`src/common/nmsp_pkg.sv`:
```
package nmsp_pkg;
  // Port addresses
  localparam logic [15:0] NMSP_STATUS_PORT = 16'h0061;
  localparam logic [15:0] NMSP_MASK_PORT = 16'h0070;
  // Status/control field positions
  localparam int NMSP_BIT_SERR_STS = 7;
  localparam int NMSP_BIT_CHK_STS = 6;
  localparam int NMSP_BIT_CNT2_OUT = 5;
  localparam int NMSP_BIT_REFRESH = 4;
  localparam int NMSP_BIT_CHK_DIS = 3;
  localparam int NMSP_BIT_SERR_DIS = 2;
  localparam int NMSP_BIT_SPK_EN = 1;
  localparam int NMSP_BIT_CNT2_GATE = 0;
  localparam int NMSP_BIT_NMI_MASK = 7;
  // Reset values
  localparam logic [3:0] NMSP_CTRL_RESET = 4'h0;
  localparam logic NMSP_MASK_RESET = 1'b1;
endpackage

```
`src/rtl/nmsp_sync.sv`:
```
`timescale 1ns/10ps
`default_nettype none
module nmsp_sync (
  // Clock and reset
  input wire logic i_clock,
  input wire logic i_rst_n,
  // Asynchronous level in, synchronised level out
  input wire logic i_async,
  output logic o_sync
);
  logic meta_reg;
  logic meta_next;
  logic sync_reg;
  logic sync_next;

  always_comb begin
    meta_next = i_async;
    sync_next = meta_reg;
  end

  always_ff @(posedge i_clock) begin
    if (!i_rst_n) begin
      meta_reg <= 1'b0;
      sync_reg <= 1'b0;
    end else begin
      meta_reg <= meta_next;
      sync_reg <= sync_next;
    end
  end

  assign o_sync = sync_reg;
endmodule
`default_nettype wire

```
`src/rtl/nmsp_nmi_ctrl.sv`:
```
// Functional notes
// - System error pulse sets status bit 7
// - Channel check sets status bit 6
// - Bit 3 zero enables; one clears, disables
// - Bit 2 zero enables; one clears, disables
// - Bit 5 reads live counter 2 output
// - Bit 4 toggles after each refresh
// - Speaker is counter 2 output when enabled
// - Bit 0 drives counter 2 gate
// - Port 061h resets to zero
// - Port 070h bit 7 masks NMI, resets 1
// - Port 070h bits 6:0 ignored here
// - Port 070h accesses forwarded to ISA
// - Mask toggle gives fresh NMI edge
`timescale 1ns/10ps
`default_nettype none
module nmsp_nmi_ctrl (
  // Clock and reset
  input wire logic i_clock,
  input wire logic i_rst_n,
  // Host I/O port access, one-cycle strobes
  input wire logic [15:0] i_io_addr,
  input wire logic i_io_wr,
  input wire logic i_io_rd,
  input wire logic [7:0] i_io_wdata,
  output logic [7:0] o_io_rdata,
  output logic o_io_rvalid,
  // ISA forwarding of the mask/index port
  output logic o_isa_fwd_wr,
  output logic o_isa_fwd_rd,
  output logic [7:0] o_isa_fwd_data,
  // Error sources from pins, active low
  input wire logic i_serr_n,
  input wire logic i_iochk_n,
  // Timer and refresh
  input wire logic i_cnt2_out,
  input wire logic i_refresh_done,
  output logic o_cnt2_gate,
  output logic o_speaker_out,
  // Interrupt output
  output logic o_nmi
);
  //////////////////////////////////////////////////////////////////////////////
  // Input synchronisers
  logic serr_sync;
  logic iochk_sync;
  logic cnt2_sync;

  nmsp_sync u_sync_serr (
    .i_clock(i_clock),
    .i_rst_n(i_rst_n),
    .i_async(~i_serr_n),
    .o_sync(serr_sync)
  );
  nmsp_sync u_sync_iochk (
    .i_clock(i_clock),
    .i_rst_n(i_rst_n),
    .i_async(~i_iochk_n),
    .o_sync(iochk_sync)
  );
  nmsp_sync u_sync_cnt2 (
    .i_clock(i_clock),
    .i_rst_n(i_rst_n),
    .i_async(i_cnt2_out),
    .o_sync(cnt2_sync)
  );

  //////////////////////////////////////////////////////////////////////////////
  // Register state
  logic serr_sts_reg;
  logic serr_sts_next;
  logic chk_sts_reg;
  logic chk_sts_next;
  logic refresh_tgl_reg;
  logic refresh_tgl_next;
  logic [3:0] ctrl_reg;
  logic [3:0] ctrl_next;
  logic mask_reg;
  logic mask_next;
  logic [7:0] rdata_reg;
  logic [7:0] rdata_next;
  logic rvalid_reg;
  logic rvalid_next;
  logic fwd_wr_reg;
  logic fwd_wr_next;
  logic fwd_rd_reg;
  logic fwd_rd_next;
  logic [7:0] fwd_data_reg;
  logic [7:0] fwd_data_next;
  logic gate_reg;
  logic gate_next;
  logic spk_reg;
  logic spk_next;
  logic nmi_reg;
  logic nmi_next;
  logic wr_status;
  logic wr_mask;
  logic rd_status;
  logic rd_mask;

  always_comb begin
    wr_status = i_io_wr && (i_io_addr == nmsp_pkg::NMSP_STATUS_PORT);
    wr_mask = i_io_wr && (i_io_addr == nmsp_pkg::NMSP_MASK_PORT);
    rd_status = i_io_rd && (i_io_addr == nmsp_pkg::NMSP_STATUS_PORT);
    rd_mask = i_io_rd && (i_io_addr == nmsp_pkg::NMSP_MASK_PORT);
    ctrl_next = ctrl_reg;
    mask_next = mask_reg;
    // Only the writable low nibble is stored
    if (wr_status) begin
      ctrl_next = i_io_wdata[3:0];
    end
    // Only the mask bit is kept; index bits pass on to ISA
    if (wr_mask) begin
      mask_next = i_io_wdata[nmsp_pkg::NMSP_BIT_NMI_MASK];
    end
    // Latch while enabled; clear while disable bit is set
    serr_sts_next = serr_sts_reg;
    if (ctrl_next[nmsp_pkg::NMSP_BIT_SERR_DIS]) begin
      serr_sts_next = 1'b0;
    end else if (serr_sync) begin
      serr_sts_next = 1'b1;
    end
    chk_sts_next = chk_sts_reg;
    if (ctrl_next[nmsp_pkg::NMSP_BIT_CHK_DIS]) begin
      chk_sts_next = 1'b0;
    end else if (iochk_sync) begin
      chk_sts_next = 1'b1;
    end
    refresh_tgl_next = refresh_tgl_reg ^ i_refresh_done;
    // Read data captured from current state
    rdata_next = rdata_reg;
    if (rd_status) begin
      rdata_next = {serr_sts_reg, chk_sts_reg, cnt2_sync, refresh_tgl_reg,
                    ctrl_reg};
    end else if (rd_mask) begin
      rdata_next = 8'h00;
    end
    rvalid_next = rd_status;
    fwd_wr_next = wr_mask;
    fwd_rd_next = rd_mask;
    fwd_data_next = wr_mask ? i_io_wdata : fwd_data_reg;
    gate_next = ctrl_next[nmsp_pkg::NMSP_BIT_CNT2_GATE];
    spk_next = ctrl_next[nmsp_pkg::NMSP_BIT_SPK_EN] & cnt2_sync;
    // Mask set drops the line; clearing it re-raises if pending
    nmi_next = ~mask_next & ((serr_sts_next & ~ctrl_next[nmsp_pkg::NMSP_BIT_SERR_DIS]) |
                             (chk_sts_next & ~ctrl_next[nmsp_pkg::NMSP_BIT_CHK_DIS]));
  end

  //////////////////////////////////////////////////////////////////////////////
  // Registers
  always_ff @(posedge i_clock) begin
    if (!i_rst_n) begin
      ctrl_reg <= nmsp_pkg::NMSP_CTRL_RESET;
      mask_reg <= nmsp_pkg::NMSP_MASK_RESET;
      serr_sts_reg <= 1'b0;
      chk_sts_reg <= 1'b0;
      refresh_tgl_reg <= 1'b0;
      rdata_reg <= 8'h00;
      rvalid_reg <= 1'b0;
      fwd_wr_reg <= 1'b0;
      fwd_rd_reg <= 1'b0;
      fwd_data_reg <= 8'h00;
      gate_reg <= 1'b0;
      spk_reg <= 1'b0;
      nmi_reg <= 1'b0;
    end else begin
      ctrl_reg <= ctrl_next;
      mask_reg <= mask_next;
      serr_sts_reg <= serr_sts_next;
      chk_sts_reg <= chk_sts_next;
      refresh_tgl_reg <= refresh_tgl_next;
      rdata_reg <= rdata_next;
      rvalid_reg <= rvalid_next;
      fwd_wr_reg <= fwd_wr_next;
      fwd_rd_reg <= fwd_rd_next;
      fwd_data_reg <= fwd_data_next;
      gate_reg <= gate_next;
      spk_reg <= spk_next;
      nmi_reg <= nmi_next;
    end
  end

  //////////////////////////////////////////////////////////////////////////////
  // Outputs
  assign o_io_rdata = rdata_reg;
  assign o_io_rvalid = rvalid_reg;
  assign o_isa_fwd_wr = fwd_wr_reg;
  assign o_isa_fwd_rd = fwd_rd_reg;
  assign o_isa_fwd_data = fwd_data_reg;
  assign o_cnt2_gate = gate_reg;
  assign o_speaker_out = spk_reg;
  assign o_nmi = nmi_reg;
endmodule
`default_nettype wire

```
`config.mk`:
```
export PLATFORM = sky130hd
export DESIGN_NAME = nmsp_nmi_ctrl
export DESIGN_NICKNAME = d
export VERILOG_FILES = /design/src/common/nmsp_pkg.sv /design/src/rtl/nmsp_sync.sv /design/src/rtl/nmsp_nmi_ctrl.sv
export SDC_FILE = /design/constraint.sdc
export NUM_CORES = 1
export LEC_CHECK = 0
export BUFFER_PORTS_ARGS = -buffer_cell sky130_fd_sc_hd__buf_4
export CORE_AREA = 8 8 86 65
export CTS_BUF_LIST = sky130_fd_sc_hd__clkbuf_4 sky130_fd_sc_hd__clkbuf_8
export CTS_CLUSTER_DIAMETER = 80
export DETAILED_ROUTE_END_ITERATION = 8
export DIE_AREA = 0 0 94 73
export HOLD_SLACK_MARGIN = 0.08
export PLACE_DENSITY_LB_ADDON = 0.12
export REMOVE_ABC_BUFFERS = 1
export SKIP_CTS_REPAIR_TIMING = 1
export SLEW_MARGIN = 30
export SYNTH_ARGS = -nofsm -noshare
export SYNTH_HDL_FRONTEND = slang
export SYNTH_SLANG_ARGS = --single-unit
```
`constraint.sdc`:
```
create_clock -name i_clock -period 3.9 [get_ports i_clock]
set_input_delay 0.78 -clock i_clock [delete_from_list [all_inputs] [get_ports i_clock]]
set_output_delay 0.78 -clock i_clock [all_outputs]
set_load 0.01 [all_outputs]
```
=== Yosys cells after proc, flatten, opt, wreduce, memory -nomap -nowiden ===
Cells that the tools add are included.

* Input port bits: 32
* Logic and storage cells: 45
* Register bits after elaboration: 36
* Output and inout port bits: 22

* Mux-type cells: 8
* Eq/ne operators: 2
* Reduce and logical (&&, ||, !) cells: 5
* Bitwise operators: 11

{| class="wikitable"
|+ Operators by type and width
! kind !! number
|-
| == test 16 x 7 -> 1 bit (second input constant) || 2
|-
| two-way mux 8 bit || 2
|-
| two-way mux 1 bit || 5
|-
| NOT 1 bit || 5
|-
| bitwise AND 1 bit || 4
|-
| logical AND 1 bit || 4
|-
| two-way mux 4 bit || 1
|-
| nonzero test 2 bit || 1
|-
| bitwise OR 1 bit || 1
|-
| bitwise XOR 1 bit || 1
|}

=== Longest topological paths before layout ===
* Depth in word-level cells: 7
* Depth in mapped cells: 6
* Mapped depth without buffers: 4

=== Hierarchy ===
Synthesis repeated with hierarchy kept, for this count alone.

* Cell total of the unflattened synthesis: 116
* Area, all modules: 1298.7 sq um

{| class="wikitable"
|+ Modules (own cells, without submodules)
! module !! area an instance (sq um) !! seq. area each (sq um) !! instances !! cells an instance
|-
| nmsp_nmi_ctrl || 1141.1 || 580.6 || 1 || 104
|-
| nmsp_sync || 52.6 || 40.0 || 3 || 4
|}

=== Least setup slack after synthesis ===
No wires, ideal clock.

* Path type: input port to flip-flop
* Start: in i_io_addr[12]
* End: reg mask_reg
* Data required time: 3.785 ns
* Setup time: 0.115 ns
* Buffers on the path: 0
* Data arrival time: 1.825 ns
* Slack: 1.960 ns
* Cell stages on the path: 4
* Path through: nor4_4 nand4_2 or4_4 and2_1

* Longest elaborated chain between the ends: 3

{| class="wikitable"
|+ Ends and longest elaborated chain
! item !! RTL line !! text
|-
| start, declared || nmsp_nmi_ctrl.sv:22 || <nowiki>input wire logic [15:0] i_io_addr,</nowiki>
|-
| == test 16 x 7 -> 1 bit || nmsp_nmi_ctrl.sv:103 || <nowiki>wr_mask = i_io_wr && (i_io_addr == nmsp_pkg::NMSP_MASK_PORT);</nowiki>
|-
| logical AND 1 bit || nmsp_nmi_ctrl.sv:103 ||
|-
| two-way mux 1 bit || nmsp_nmi_ctrl.sv:113 || <nowiki>if (wr_mask) begin</nowiki>
|-
| end signal, assigned || nmsp_nmi_ctrl.sv:154 || <nowiki>mask_reg <= nmsp_pkg::NMSP_MASK_RESET;</nowiki>
|-
| end signal, assigned || nmsp_nmi_ctrl.sv:168 || <nowiki>mask_reg <= mask_next;</nowiki>
|-
| end, declared || nmsp_nmi_ctrl.sv:78 || <nowiki>logic mask_reg;</nowiki>
|}

No other way between the ends.
A chain may end at the register's enable or synchronous reset.

=== Worst setup path in the final report ===
* Start: in i_io_addr[9]
* End: reg rdata_reg[0] (netlist: o_io_rdata[0])

* Longest elaborated chain between the ends: 3
* Elaborated cells between the ends (all ways): 6
* Those cells by class: eq/ne: 2; mux: 1; reduce/logical: 3

{| class="wikitable"
|+ Ends and longest elaborated chain
! item !! RTL line !! text
|-
| == test 16 x 7 -> 1 bit, on equally long branches || nmsp_nmi_ctrl.sv:104, nmsp_nmi_ctrl.sv:105 ||
|-
| logical AND 1 bit, on equally long branches || nmsp_nmi_ctrl.sv:104, nmsp_nmi_ctrl.sv:105 ||
|-
| two-way mux 8 bit / nonzero test 2 bit (equally long branches) || n/a ||
|-
| end signal, assigned || nmsp_nmi_ctrl.sv:172 || <nowiki>rdata_reg <= rdata_next;</nowiki>
|-
| end, declared || nmsp_nmi_ctrl.sv:80 || <nowiki>logic [7:0] rdata_reg;</nowiki>
|}

Several ways; a longest one is shown, not always the timed one.

==> out/results.tsv <==
stage	metric	value	unit
hold_path	worst_hold_path_type	flop to flop	
routing	vias	1184	
timing	clock.fmax	452	MHz
synthesis	syn_avg_cell_area	10.3	um^2
timing	period_share	56.7	%
floorplanning	start_util	31.8	%
timing	timing.setup.tns	0	ns
routing	wl_per_cell	15.1	um
layout	fin_area	1850	um^2
placement	io_buffers	53	
setup_path	crit_type	input pin to flop	
global_route	grt_pass1_vias	1234	
layout	drive_gt1_share	37.4	%
floorplanning	num_rows	20	
routing	viasPerCell	5.00	
setup_path	slowest_delay	0.59	ns
placement	hpwl	2.69	mm
run_status	status	finished clean	
placement	place_ws	1.41	ns
power	power	0.675	mW
layout	num_antenna_cells	0	
synthesis	synth_warnings	0	
cts	clockRootBuffer	clkbuf_8	
timing	report.final.slew_viol_count	0	
routing	first_iter_violations	45	
cts	cts_tree	yes	
timing	rsz0062_at_grt	no	
synthesis	synth.distinct_cells	31	
floorplanning	io_pins	54	
setup_path	worstSetupStartpointType	input pin	
synthesis	ys.flop_type	dfxtp_1	
synthesis	netlist_instances	130	
cts	clk_pin_slew	0.06	ns
cts	cts_htree_levels	2	
layout	final_cell_mix	buf_4 (53), dfxtp_1 (35), o21ai_0 (14), a21oi_1 (13), nand4_1 (12)	
routing	drt-total-wl	3.57	mm
global_route	grt_use_total	10.5	%
timing	slew_headroom	51.3	%
timing	finalCriticalPeriod	2.21	ns
setup_path	crit_required	4.07	ns
global_route	overflow	0	
setup_path	path_delay_family	simple AND/OR/NAND/NOR gates	
timing	tightest_slew	0.730	ns
placement	placed_area	1760	um^2
cts	clock_sinks	35	
floorplanning	chipWidth	94	um
timing	fin_worst_skew	0.00449	ns
synthesis	synth_area	1340	um^2
global_route	grt_max_degree	22	
timing	finalWorstSetupSlack	1.69	ns
global_route	grt_antenna_before_repair	0	
placement	finalWeightedCongestion	0.735	
timing	finalHoldViolCount	0	
setup_path	critPathCaptureType	flop	
floorplanning	die_area	6860	um^2
routing	first_pass_iters	4	
global_route	grt_first_pass_wirelength	5.64	mm
routing	drc	0	
synthesis	synth-seq-area-share	52.3	%
job	cap_violations	0	
routing	ant_nets	0	
setup_path	cp_cell_sequence	buf_4, nor4_4, and4_1, a31oi_2, a22o_1	
setup_path	crit_path_max_fanout	15	
floorplanning	die_h	73	um
power	powerDensity	364	nW/um^2
cts	clock_latency	0.28	ns
synthesis	ys_async_sr_fraction	0	%
layout	final_common_cell	buf_4	
synthesis	synth-seq-cells	35	
floorplanning	core_area	4200	um^2
layout	areaGrowthSynthToFinish	38.3	%
synthesis	synth_edf_count	0	
setup_path	slowest_stage	and4_1	
power	ir_worst_vdd	0.152	mV
layout	final_net_count	214	
cts	clockBufferDepth	2	
setup_path	crit_buf_inv	1	
setup_path	arrival	2.38	ns
cts	tritoncts.num_buffers	5	
power	power_leakage	0.755	nW
timing	setup_viol	0	
==> power by group <==
part           internal (mW)  total [mW]  switching (mW)
Sequential             0.363       0.365         0.00241
Clock                  0.138       0.254           0.115
Combinational         0.0288      0.0562          0.0274
Total                  0.530       0.675           0.145
==> path summary, 6_finish.rpt <==
kind / start / endpoint / slack, ns / cells after the start
worst max-delay path: i_io_addr[9] / o_io_rdata[0] / 1.69 / 5
worst max register to register: chk_sts_reg / o_nmi / 2.93 / 4
worst min-delay path: u_sync_cnt2.meta_reg / u_sync_cnt2.o_sync / 0.44 / 1
worst min register to register: u_sync_cnt2.meta_reg / u_sync_cnt2.o_sync / 0.44 / 1
==> cells in the mapped netlist (3+ instances only) <==
master	count	area [um^2]
clkbuf_1	4	15.0
nor2_1	6	22.5
o21ai_0	14	70.1
nor4_4	3	63.8
nand4_1	12	75.1
and2_1	5	31.3
nand2_1	3	11.3
dfxtp_1	35	701
a21oi_1	13	65.1
a22o_1	8	70.1
==> per-stage QoR <==
step / instances / hold WS, ns / utilization (%)
floorplan: 122 / 0.412 / -
global placement: 230 / 0.416 / 42.0
detailed placement: 230 / 0.421 / 42.0
CTS: 237 / 0.438 / 44.0
global route: 237 / 0.456 / 44.0
finish: 237 / 0.435 / 44.0
==> cell families after synthesis <==
| kind of cell | share of synthesized area, % |
|---|---|
| AND/OR/NAND/NOR | 24.3 |
| AO/OA/AOI/OAI | 19.3 |
| flip-flops | 52.3 |
| buffers and inverters | 3.36 |
| XOR/XNOR | 0.654 |
==> worst register-to-register path, stage by stage (launching register included) <==
cell and delay (ns):
dfxtp_1 0.33, nor2_1 0.16, o22ai_1 0.11, a31oi_1 0.19, a211oi_2 0.07
==> per-layer routing <==
layer	wire length, um	track usage (%)	part of all wire (%)
met3	257	4.93	7.2
met1	1650	11.6	46
met2	1610	16.6	45
met4	50	5.43	1.4
met5	0	0	0
==> final cells by class <==
class | instances | area (um^2)
sequential | 35 | 701
fill | 425 | 2350
inverter | 1 | 3.75
clock inverter | 1 | 5.00
timing repair buffer | 53 | 398
multi-input combinational | 86 | 593
tap | 55 | 68.8
clock buffer | 6 | 82.6
(Power assumes the default switching activity.)
